$ cat src/pwr_pkg.sv
// constants, modes and decode shared by the reset/sleep block
package pwr_pkg;
    // register addresses as seen on the register port
    localparam logic [7:0] ADDR_PWRCTL = 8'h87;
    localparam logic [7:0] ADDR_KEY = 8'h8e;
    localparam logic [7:0] ADDR_RSTWD = 8'hb1;
    // field positions
    localparam int BIT_WATCHDOG_OVERFLOW_FLAG = 7;
    localparam int BIT_POWERON_RESET_FLAG = 5;
    localparam int BIT_LOWVOLT_RESET_FLAG = 4;
    localparam int BIT_PINF = 3;
    localparam int WSEL_LSB = 0;
    localparam int BIT_IDL = 0;
    localparam int BIT_PD = 1;
    // unlock value for the suspend key
    localparam logic [7:0] KEY_VALUE = 8'h55;
    // reset values
    localparam logic [7:0] KEY_RST = 8'h00;
    localparam logic [2:0] WSEL_RST = 3'h0;
    // asynchronous input slots
    localparam int IN_PIN = 0;
    localparam int IN_LVR = 1;
    localparam int IN_X0 = 2;
    localparam int IN_X1 = 3;
    localparam int IN_X4 = 4;
    localparam int N_ASYNC = 5;
    localparam logic [4:0] SYNC_IDLE = 5'h01;
    // timing
    localparam int CLK_HZ = 125000000;
    localparam int WDT_UNIT_MS = 1;
    localparam int WDT_UNIT_CYCLES = CLK_HZ / 1000 * WDT_UNIT_MS;
    localparam int WARMUP_DEFAULT = 2048;
    localparam int RST_HOLD_CYCLES = 16;
    // operating modes
    typedef enum logic [2:0] {M_RUN, M_LIGHT, M_DEEP, M_WARM, M_RESET} mode_t;
    // watchdog period select to least period in ms
    function automatic logic [12:0] wdt_period_ms(input logic [2:0] sel);
        case (sel)
            3'h0: wdt_period_ms = 13'h1000;
            3'h1: wdt_period_ms = 13'h0400;
            3'h2: wdt_period_ms = 13'h0100;
            3'h3: wdt_period_ms = 13'h0080;
            3'h4: wdt_period_ms = 13'h0040;
            3'h5: wdt_period_ms = 13'h0010;
            3'h6: wdt_period_ms = 13'h0004;
            default: wdt_period_ms = 13'h0001;
        endcase
    endfunction : wdt_period_ms
endpackage : pwr_pkg

$ cat src/wdt_if.sv
// link between the sequencer and the watchdog down-counter
`timescale 1ns/1ps
interface wdt_if;
    logic restart;  // reload the count
    logic enable;   // watchdog allowed at all
    logic run;      // count this cycle
    logic [2:0] sel;  // period select
    logic overflow; // one-cycle overflow pulse
    modport ctrl(output restart, enable, run, sel, input overflow);
    modport counter(input restart, enable, run, sel, output overflow);
endinterface : wdt_if

$ cat src/wdt_down_counter.sv
// watchdog down-counter with selectable period
`timescale 1ns/1ps
module wdt_down_counter #(
    parameter int MS_CYCLES = pwr_pkg::WDT_UNIT_CYCLES
) (
    input wire logic i_mclk,
    input wire logic i_reset_n,
    wdt_if.counter wd
);
    typedef struct packed {
        logic [31:0] cnt;  // cycles left
        logic ovf;         // overflow pulse
    } wst_t;
    wst_t q;
    wst_t n;
    logic [31:0] load;  // reload value for the period

    // period in cycles from the select field
    assign load = 32'(pwr_pkg::wdt_period_ms(wd.sel)) * 32'(MS_CYCLES);

    // count down, reload on restart or when disabled
    always_comb begin
        n = q;
        n.ovf = 1'b0;
        if (!wd.enable || wd.restart) begin
            n.cnt = load - 32'h1;
        end else if (wd.run) begin
            if (q.cnt == 32'h0) begin
                n.ovf = 1'b1;
                n.cnt = load - 32'h1;
            end else begin
                n.cnt = q.cnt - 32'h1;
            end
        end
    end

    // state register
    always_ff @(posedge i_mclk or negedge i_reset_n) begin
        if (!i_reset_n) begin
            q <= '{cnt: 32'hffffffff, ovf: 1'b0};
        end else begin
            q <= n;
        end
    end

    assign wd.overflow = q.ovf;
endmodule : wdt_down_counter

$ cat src/reset_flags_and_sleep_control.sv
// reset-cause flags, watchdog control and light/deep sleep sequencing
//
// Implementation choice: the strobed register port.
`timescale 1ns/1ps
module reset_flags_and_sleep_control #(
    parameter int WDT_MS_CYCLES = pwr_pkg::WDT_UNIT_CYCLES,
    parameter int WARMUP_CYCLES = pwr_pkg::WARMUP_DEFAULT
) (
    input wire logic i_mclk,
    input wire logic i_reset_n,
    input wire logic [7:0] i_addr,
    input wire logic [7:0] i_wdata,
    input wire logic i_wr,
    input wire logic i_rd,
    output logic [7:0] o_rdata,
    input wire logic i_insn_retire,
    input wire logic i_code_range_fault,
    input wire logic i_rst_pin_n,
    input wire logic i_lowvolt,
    input wire logic i_lvr_enable,
    input wire logic i_wdt_enable,
    input wire logic i_wdt_pd_enable,
    input wire logic i_irq_pending,
    input wire logic i_ext_irq_zero,
    input wire logic i_ext_irq_one,
    input wire logic i_ext_irq_four,
    input wire logic i_timer3_irq,
    input wire logic i_timer3_slow_src,
    output logic o_cpu_clk_en,
    output logic o_periph_clk_en,
    output logic o_osc_en,
    output logic o_sys_reset
);
    // all state of the block
    typedef struct packed {
        logic [4:0] s1, s2, s3; // synchroniser stages one to three
        logic [4:0] stab;     // accepted input levels
        logic [7:0] rdata;    // read data, one cycle
        logic watchdog_overflow_flag, poweron_reset_flag, lowvolt_reset_flag, pinf; // overflow, power-on, low-voltage and pin flags
        logic [2:0] wsel;     // watchdog period select
        logic [7:0] key;      // suspend key
        logic [1:0] keyage;   // retired instructions since key write
        logic light_sleep_request, pd;        // light and deep sleep requests
        pwr_pkg::mode_t mode; // operating mode
        logic [31:0] cnt;     // warm-up or reset hold count
        logic rst_pend;       // reset waits for warm-up
        logic restart;        // watchdog reload pulse
        logic cpu_en, per_en, osc_en; // cpu, peripheral and oscillator enables
        logic sysrst;         // device reset
    } st_t;

    // power-on state: only the power-on flag is set
    localparam st_t ST_RST = '{
        s1: pwr_pkg::SYNC_IDLE, s2: pwr_pkg::SYNC_IDLE, s3: pwr_pkg::SYNC_IDLE,
        stab: pwr_pkg::SYNC_IDLE, poweron_reset_flag: 1'b1, restart: 1'b1, mode: pwr_pkg::M_RUN,
        cpu_en: 1'b1, per_en: 1'b1, osc_en: 1'b1, key: pwr_pkg::KEY_RST,
        wsel: pwr_pkg::WSEL_RST, default: '0
    };

    st_t q;
    st_t n;

    wdt_if wd();

    // decoded register accesses
    wire logic wr_rst = i_wr && (i_addr == pwr_pkg::ADDR_RSTWD); // reset/watchdog write
    wire logic rd_rst = i_rd && (i_addr == pwr_pkg::ADDR_RSTWD); // reset/watchdog read
    wire logic wr_key = i_wr && (i_addr == pwr_pkg::ADDR_KEY); // suspend key write
    wire logic wr_pc = i_wr && (i_addr == pwr_pkg::ADDR_PWRCTL); // power control write
    // reset events: pin held low, enabled low voltage, watchdog or code fault
    wire logic pin_ev = !q.stab[pwr_pkg::IN_PIN];
    wire logic lvr_ev = q.stab[pwr_pkg::IN_LVR] && i_lvr_enable;
    wire logic wdt_ev = wd.overflow || i_code_range_fault;
    wire logic rst_req = pin_ev || lvr_ev || wdt_ev; // any reset source
    logic go_rst; // enter reset hold this cycle
    // deep wake: external lines 0, 1, 4, or timer three on a slow source
    wire logic wake_dp = q.stab[pwr_pkg::IN_X0] || q.stab[pwr_pkg::IN_X1]
        || q.stab[pwr_pkg::IN_X4]
        || (i_timer3_irq && i_timer3_slow_src);
    // valid sleep request: key is the unlock value and at most one retire old
    wire logic sleep_go = wr_pc && (q.mode == pwr_pkg::M_RUN) && !rst_req
        && (i_wdata[pwr_pkg::BIT_IDL] || i_wdata[pwr_pkg::BIT_PD])
        && (q.key == pwr_pkg::KEY_VALUE) && (q.keyage != 2'h2);
    // watchdog control
    assign wd.restart = q.restart;
    assign wd.enable = i_wdt_enable;
    assign wd.sel = q.wsel;
    // in deep sleep the watchdog runs only if allowed there
    assign wd.run = !((q.mode == pwr_pkg::M_DEEP) && !i_wdt_pd_enable);

    wdt_down_counter #(.MS_CYCLES(WDT_MS_CYCLES)) u_wdt (
        .i_mclk(i_mclk),
        .i_reset_n(i_reset_n),
        .wd(wd.counter)
    );

    // next-state logic
    always_comb begin
        n = q;
        go_rst = 1'b0;
        n.rdata = 8'h00;
        n.restart = 1'b0;
        // three-stage synchronisers, level accepted when two and three agree
        n.s1 = {i_ext_irq_four, i_ext_irq_one, i_ext_irq_zero, i_lowvolt, i_rst_pin_n};
        n.s2 = q.s1;
        n.s3 = q.s2;
        for (int k = 0; k < pwr_pkg::N_ASYNC; k++) begin
            if (q.s2[k] == q.s3[k]) begin
                n.stab[k] = q.s3[k];
            end
        end

        // software writes
        if (wr_rst) begin
            n.watchdog_overflow_flag = i_wdata[pwr_pkg::BIT_WATCHDOG_OVERFLOW_FLAG];
            n.poweron_reset_flag = i_wdata[pwr_pkg::BIT_POWERON_RESET_FLAG];
            n.lowvolt_reset_flag = i_wdata[pwr_pkg::BIT_LOWVOLT_RESET_FLAG];
            n.pinf = i_wdata[pwr_pkg::BIT_PINF];
            n.wsel = i_wdata[pwr_pkg::WSEL_LSB +: 3];
        end
        // any access to the status register reloads the watchdog
        if (wr_rst || rd_rst) begin
            n.restart = 1'b1;
        end
        // key write restarts its age count
        if (wr_key) begin
            n.key = i_wdata;
            n.keyage = {1'b0, i_insn_retire};
        end else if (i_insn_retire && (q.keyage != 2'h2)) begin
            n.keyage = q.keyage + 2'h1;
        end
        if (wr_pc) begin
            n.light_sleep_request = i_wdata[pwr_pkg::BIT_IDL];
            n.pd = i_wdata[pwr_pkg::BIT_PD];
        end

        // stale key is dropped the cycle after the window closes
        if ((q.mode == pwr_pkg::M_RUN) && (q.keyage == 2'h2)
            && (q.key != pwr_pkg::KEY_RST) && !wr_key) begin
            n.key = pwr_pkg::KEY_RST;
        end
        // request bit without a valid key is dropped next cycle
        if ((q.mode == pwr_pkg::M_RUN) && (q.light_sleep_request || q.pd) && !wr_pc) begin
            n.light_sleep_request = 1'b0;
            n.pd = 1'b0;
        end

        // mode sequencing
        case (q.mode)
            pwr_pkg::M_RUN: begin
                if (rst_req) begin
                    go_rst = 1'b1;
                end else if (sleep_go) begin
                    // clocks stop right after the request write
                    n.cpu_en = 1'b0;
                    if (i_wdata[pwr_pkg::BIT_PD]) begin
                        n.mode = pwr_pkg::M_DEEP;
                        n.per_en = 1'b0;
                        n.osc_en = 1'b0;
                    end else begin
                        n.mode = pwr_pkg::M_LIGHT;
                    end
                end
            end
            pwr_pkg::M_LIGHT: begin
                // cpu frozen, peripherals still clocked
                if (rst_req) begin
                    go_rst = 1'b1;
                end else if (i_irq_pending) begin
                    n.mode = pwr_pkg::M_RUN;
                    n.cpu_en = 1'b1;
                    n.key = pwr_pkg::KEY_RST;
                    n.light_sleep_request = 1'b0;
                    n.pd = 1'b0;
                end
            end
            pwr_pkg::M_DEEP: begin
                // all clocks stopped, oscillator off
                if (rst_req || wake_dp) begin
                    n.mode = pwr_pkg::M_WARM;
                    n.rst_pend = rst_req;
                    n.osc_en = 1'b1;
                    n.cnt = 32'(WARMUP_CYCLES - 1);
                end
            end
            pwr_pkg::M_WARM: begin
                // oscillator settles before clocks return
                if (rst_req) begin
                    n.rst_pend = 1'b1;
                end
                if (q.cnt == 32'h0) begin
                    // both requests cleared, no fall into light sleep
                    n.key = pwr_pkg::KEY_RST;
                    n.light_sleep_request = 1'b0;
                    n.pd = 1'b0;
                    n.rst_pend = 1'b0;
                    if (q.rst_pend || rst_req) begin
                        go_rst = 1'b1;
                    end else begin
                        n.mode = pwr_pkg::M_RUN;
                        n.cpu_en = 1'b1;
                        n.per_en = 1'b1;
                    end
                end else begin
                    n.cnt = q.cnt - 32'h1;
                end
            end
            pwr_pkg::M_RESET: begin
                // hold device reset, release once sources are gone
                n.restart = 1'b1;
                if (q.cnt != 32'h0) begin
                    n.cnt = q.cnt - 32'h1;
                end else if (rst_req) begin
                    go_rst = 1'b1;
                end else begin
                    n.mode = pwr_pkg::M_RUN;
                    n.sysrst = 1'b0;
                end
            end
            default: begin
                n.mode = pwr_pkg::M_RUN;
            end
        endcase

        // entering reset: clocks back, sleep state and period cleared
        if (go_rst) begin
            n.mode = pwr_pkg::M_RESET;
            n.cnt = 32'(pwr_pkg::RST_HOLD_CYCLES - 1);
            n.sysrst = 1'b1;
            n.cpu_en = 1'b1;
            n.per_en = 1'b1;
            n.osc_en = 1'b1;
            n.key = pwr_pkg::KEY_RST;
            n.keyage = 2'h0;
            n.light_sleep_request = 1'b0;
            n.pd = 1'b0;
            n.wsel = pwr_pkg::WSEL_RST;
        end

        // hardware sets win over a software clear
        if (wdt_ev) begin
            n.watchdog_overflow_flag = 1'b1;
        end
        if (lvr_ev) begin
            n.lowvolt_reset_flag = 1'b1;
        end
        if (pin_ev) begin
            n.pinf = 1'b1;
        end

        // read data for one cycle after the strobe, zero otherwise
        if (rd_rst) begin
            n.rdata = {q.watchdog_overflow_flag, 1'b0, q.poweron_reset_flag, q.lowvolt_reset_flag, q.pinf, q.wsel};
        end else if (i_rd && (i_addr == pwr_pkg::ADDR_KEY)) begin
            n.rdata = q.key;
        end else if (i_rd && (i_addr == pwr_pkg::ADDR_PWRCTL)) begin
            n.rdata = {6'h00, q.pd, q.light_sleep_request};
        end
    end

    // state register, power-on reset only
    always_ff @(posedge i_mclk or negedge i_reset_n) begin
        if (!i_reset_n) begin
            q <= ST_RST;
        end else begin
            q <= n;
        end
    end

    assign o_rdata = q.rdata;
    assign o_cpu_clk_en = q.cpu_en;
    assign o_periph_clk_en = q.per_en;
    assign o_osc_en = q.osc_en;
    assign o_sys_reset = q.sysrst;
endmodule : reset_flags_and_sleep_control

$ cat config.mk
export PLATFORM = sky130hd
export DESIGN_NAME = reset_flags_and_sleep_control
export DESIGN_NICKNAME = d
export VERILOG_FILES = /design/src/pwr_pkg.sv /design/src/wdt_if.sv /design/src/wdt_down_counter.sv /design/src/reset_flags_and_sleep_control.sv
export SDC_FILE = /design/constraint.sdc
export NUM_CORES = 1
export LEC_CHECK = 0
export BUFFER_PORTS_ARGS = -buffer_cell sky130_fd_sc_hd__buf_2
export CORE_ASPECT_RATIO = 0.75
export CORE_MARGIN = 1.5
export CORE_UTILIZATION = 55
export DETAILED_ROUTE_END_ITERATION = 6
export PLACE_DENSITY_LB_ADDON = 0.08
export SLEW_MARGIN = 20
export SYNTH_ARGS = -nofsm -noshare
export SYNTH_HDL_FRONTEND = slang
export SYNTH_SLANG_ARGS = --single-unit
export TNS_END_PERCENT = 100
$ cat constraint.sdc
create_clock -name i_mclk -period 4.7 [get_ports i_mclk]
set_input_delay 0.235 -clock i_mclk [delete_from_list [all_inputs] [get_ports i_mclk]]
set_output_delay 0.235 -clock i_mclk [all_outputs]
set_load 0.05 [all_outputs]
==> results.txt <==
GRT Overall Usage: 29.26%
die footprint: 15380 µm²
Starting Density: 55.90%
r2r startpoint: wd.sel[1]$_DFFE_PN0P_
Leakage: 3.915 nW
Fill cells: 1224
Finished Core Util: 63.94%
# port buffers: 44
Detail Placement HPWL: 14970 µm
Layout Skew: 0.01218 ns
DRT iter0 DRCs: 673
hold_ws: 0.02525 ns
vias in the first global route: 6969
Worst Path Max Fanout: 23
Multi-input gate area: 4651 µm²
DR WL/cell: 17.78 µm
Post-Synthesis Cells: 910
part of the power in registers: 40.5%
Sw Share: 28.85%
# IOs: 45
number of synthesized flops with an enable pin: 0
Setup crit start: wd.sel[1]$_DFFE_PN0P_
post-synth top area share: 24.86%
CTS buffer count: 17
Rel. slew slack: 34.61%
HP Start: i_code_range_fault
count leader, synth: nor2_1
Routed Antenna Nets: 0
die height: 107.8 µm
CTS sink count: 121
root buf cell: clkbuf_16
Max Cap Violations: 0
clk slew on worst S/H paths: 0.06 ns
first-pass GRT wire length: 35020 µm
Int Pwr: 2.169 mW
post-synth top area cell: dfrtp_1
Core Box Area: 14410 µm²
Final Hold Viols: 0
Synth Cell Area: 8053 µm²
Post-Place Cell Area: 8542 µm²
startpoint class of the critical path: flip-flop
latest clock arrival within the worst-skew pair: 0.43 ns
final worst path period need: 4.443 ns
vias: 7163
Pwr Total: 3.048 mW
ys async rst share: 100.0%
crit path DAT: 4.80 ns
# setup viols final: 0
grt total ovfl: 0
Residual DRC: 0
NetSw: 0.8792 mW
Syn-to-layout area delta: 14.39%
H-Tree Depth: 4
Clk pwr share: 42.4%
layout cell share with drive strength beyond 1: 16.34%
crit path capture type: flip-flop
final WL: 20980 µm
Die X: 142.7 µm
Comb power frac: 17.0%
flip-flop and latch area: 3079 µm²
max-slew violations: 0
Critical Path RT: 5.06 ns
Netlist cell types: 73
commonest cells in the netlist: nor2_1, dfrtp_1, nand2_1
CTS tree: yes
post-synthesis sequential area ratio: 38.24%
maximum VDD drop: 0.0002532 V
YS warnings: 0
Peak Freq: 0.2251 GHz
most common flop cell mapped by yosys: dfrtp_1
Vias/cell: 6.070
Pre-Repair DR Iteration Count: 6
unrepaired setup endpoints after global routing: no
hold crit path type: input pin to flip-flop
Max Root-Sink Buffers: 2
Final nets: 1055
fin area: 9211 µm²
#FFs+latches synth: 121
fin crit share: 94.53%
status: finished, final reports clean
Synth area leaders: dfrtp_1, dfstp_2, ha_1
critical path class: flip-flop to flip-flop
Rows: 38
initial antenna violation count: 1
Worst-Margin Slew: 0.9720 ns
syn avg cell area: 8.849 µm²
setup_tns: 0 ns
Placer Congestion: 0.9063
largest net degree at the start of global routing: 81
pwr/cell area: 330.9 nW/µm²
per-layer routing:
layer	global-route usage [%]	up-vias	wire length, µm
met4	8.910	0	225
li1	-	3405	-
met3	6.450	21	1674
met1	43.14	3450	10010
met2	42.72	287	9074
met5	0	-	0
worst max-delay path, cell delays in order, from the launching register on:
cell     delay (ns)
dfrtp_1        0.42
buf_12         0.17
nor2_1         0.12
and2_1         0.26
ha_1           0.19
ha_1           0.14
inv_1          0.05
fa_1           0.48
fa_1           0.52
inv_1          0.05
ha_1           0.23
a21o_1         0.18
or4_1          0.47
a31oi_1        0.27
and3b_1        0.27
nand4_1        0.12
xnor2_1        0.17
o221a_2        0.25
power by group through the flow:
stage,logic (mW),registers (mW),clock network (mW)
final,0.519,1.23,1.29
after global routing,0.585,1.24,1.35
after CTS,0.510,1.23,1.30
after detailed placement,0.504,1.25,0
after global placement,0.485,1.24,0
after floorplan,0.349,1.23,0
placed cells by master (no fill, tap or decap), types with 41 or more instances in the layout:
master    n
inv_1    42
a21oi_1  60
nor2_1   97
nand2_1  71
buf_2    43
o21ai_0  59
nor3_1   42
ha_1     43
dfstp_2  41
dfrtp_1  80
state kept, by name, summed over array words and instances, names as in the netlist:
signal and flops:
wd.sel 3, q 62, wd.restart 1, o_osc_en 1, o_periph_clk_en 1, u_wdt.q 32
n 10, o_sys_reset 1, o_rdata 8, o_cpu_clk_en 1, u_wdt.wd.overflow 1
repair_timing:
action | in CTS | in global routing
endpoints found under the hold margin | 5 | 10
hold buffers | 5 | 1
setup buffers | 0 | 0
gates resized for setup | 0 | 3
endpoints found under the setup margin | 0 | 2
path summary, 6_finish.rpt:
kind	endpoint	slack (ns)	depth (start not counted)
setup / recovery	u_wdt.q[24]$_DFFE_PN1P_	0.26	17
hold / removal	q[59]$_DFFE_PN0P_	0.03	3
setup reg to reg	u_wdt.q[24]$_DFFE_PN1P_	0.26	17
hold reg to reg	n[75]$_DFF_PN0_	0.35	0
max in group asynchronous	n[75]$_DFF_PN0_	3.18	4
min in group asynchronous	q[47]$_DFF_PN0_	0.34	2
final cells by class:
cell class	instances	share of cell area, %
multi-input cells	711	50.49
flip-flops and latches	121	33.43
repair buffers	73	5.352
clock buffers	18	4.659
well taps	200	2.717
inverters	42	1.711
clock inverters	14	1.616
diodes	1	0.02717
stage by stage:
step,setup WS [ns],instances
after floorplan,0.2666,920
after global placement,0.3750,1140
after detailed placement,0.2968,1140
after CTS,0.2422,1177
after global routing,0.03280,1180
final,0.2571,1180
cell families (layout without fill, tap and decap cells):
logic type | Yosys count | in the layout | share of synthesized area, %
adders and majority gates | 61 | 61 | 10.44
buffers and inverters | 88 | 147 | 4.677
other | 2 | 13 | 0.09326
xor gates and xnor gates | 36 | 36 | 3.915
AOI/OAI and AO/OA | 221 | 221 | 17.51
muxes | 10 | 10 | 1.274
DFF | 121 | 121 | 38.24
and+or+nand+nor | 371 | 371 | 23.85
No activity file was read; power rests on OpenSTA's default activity.
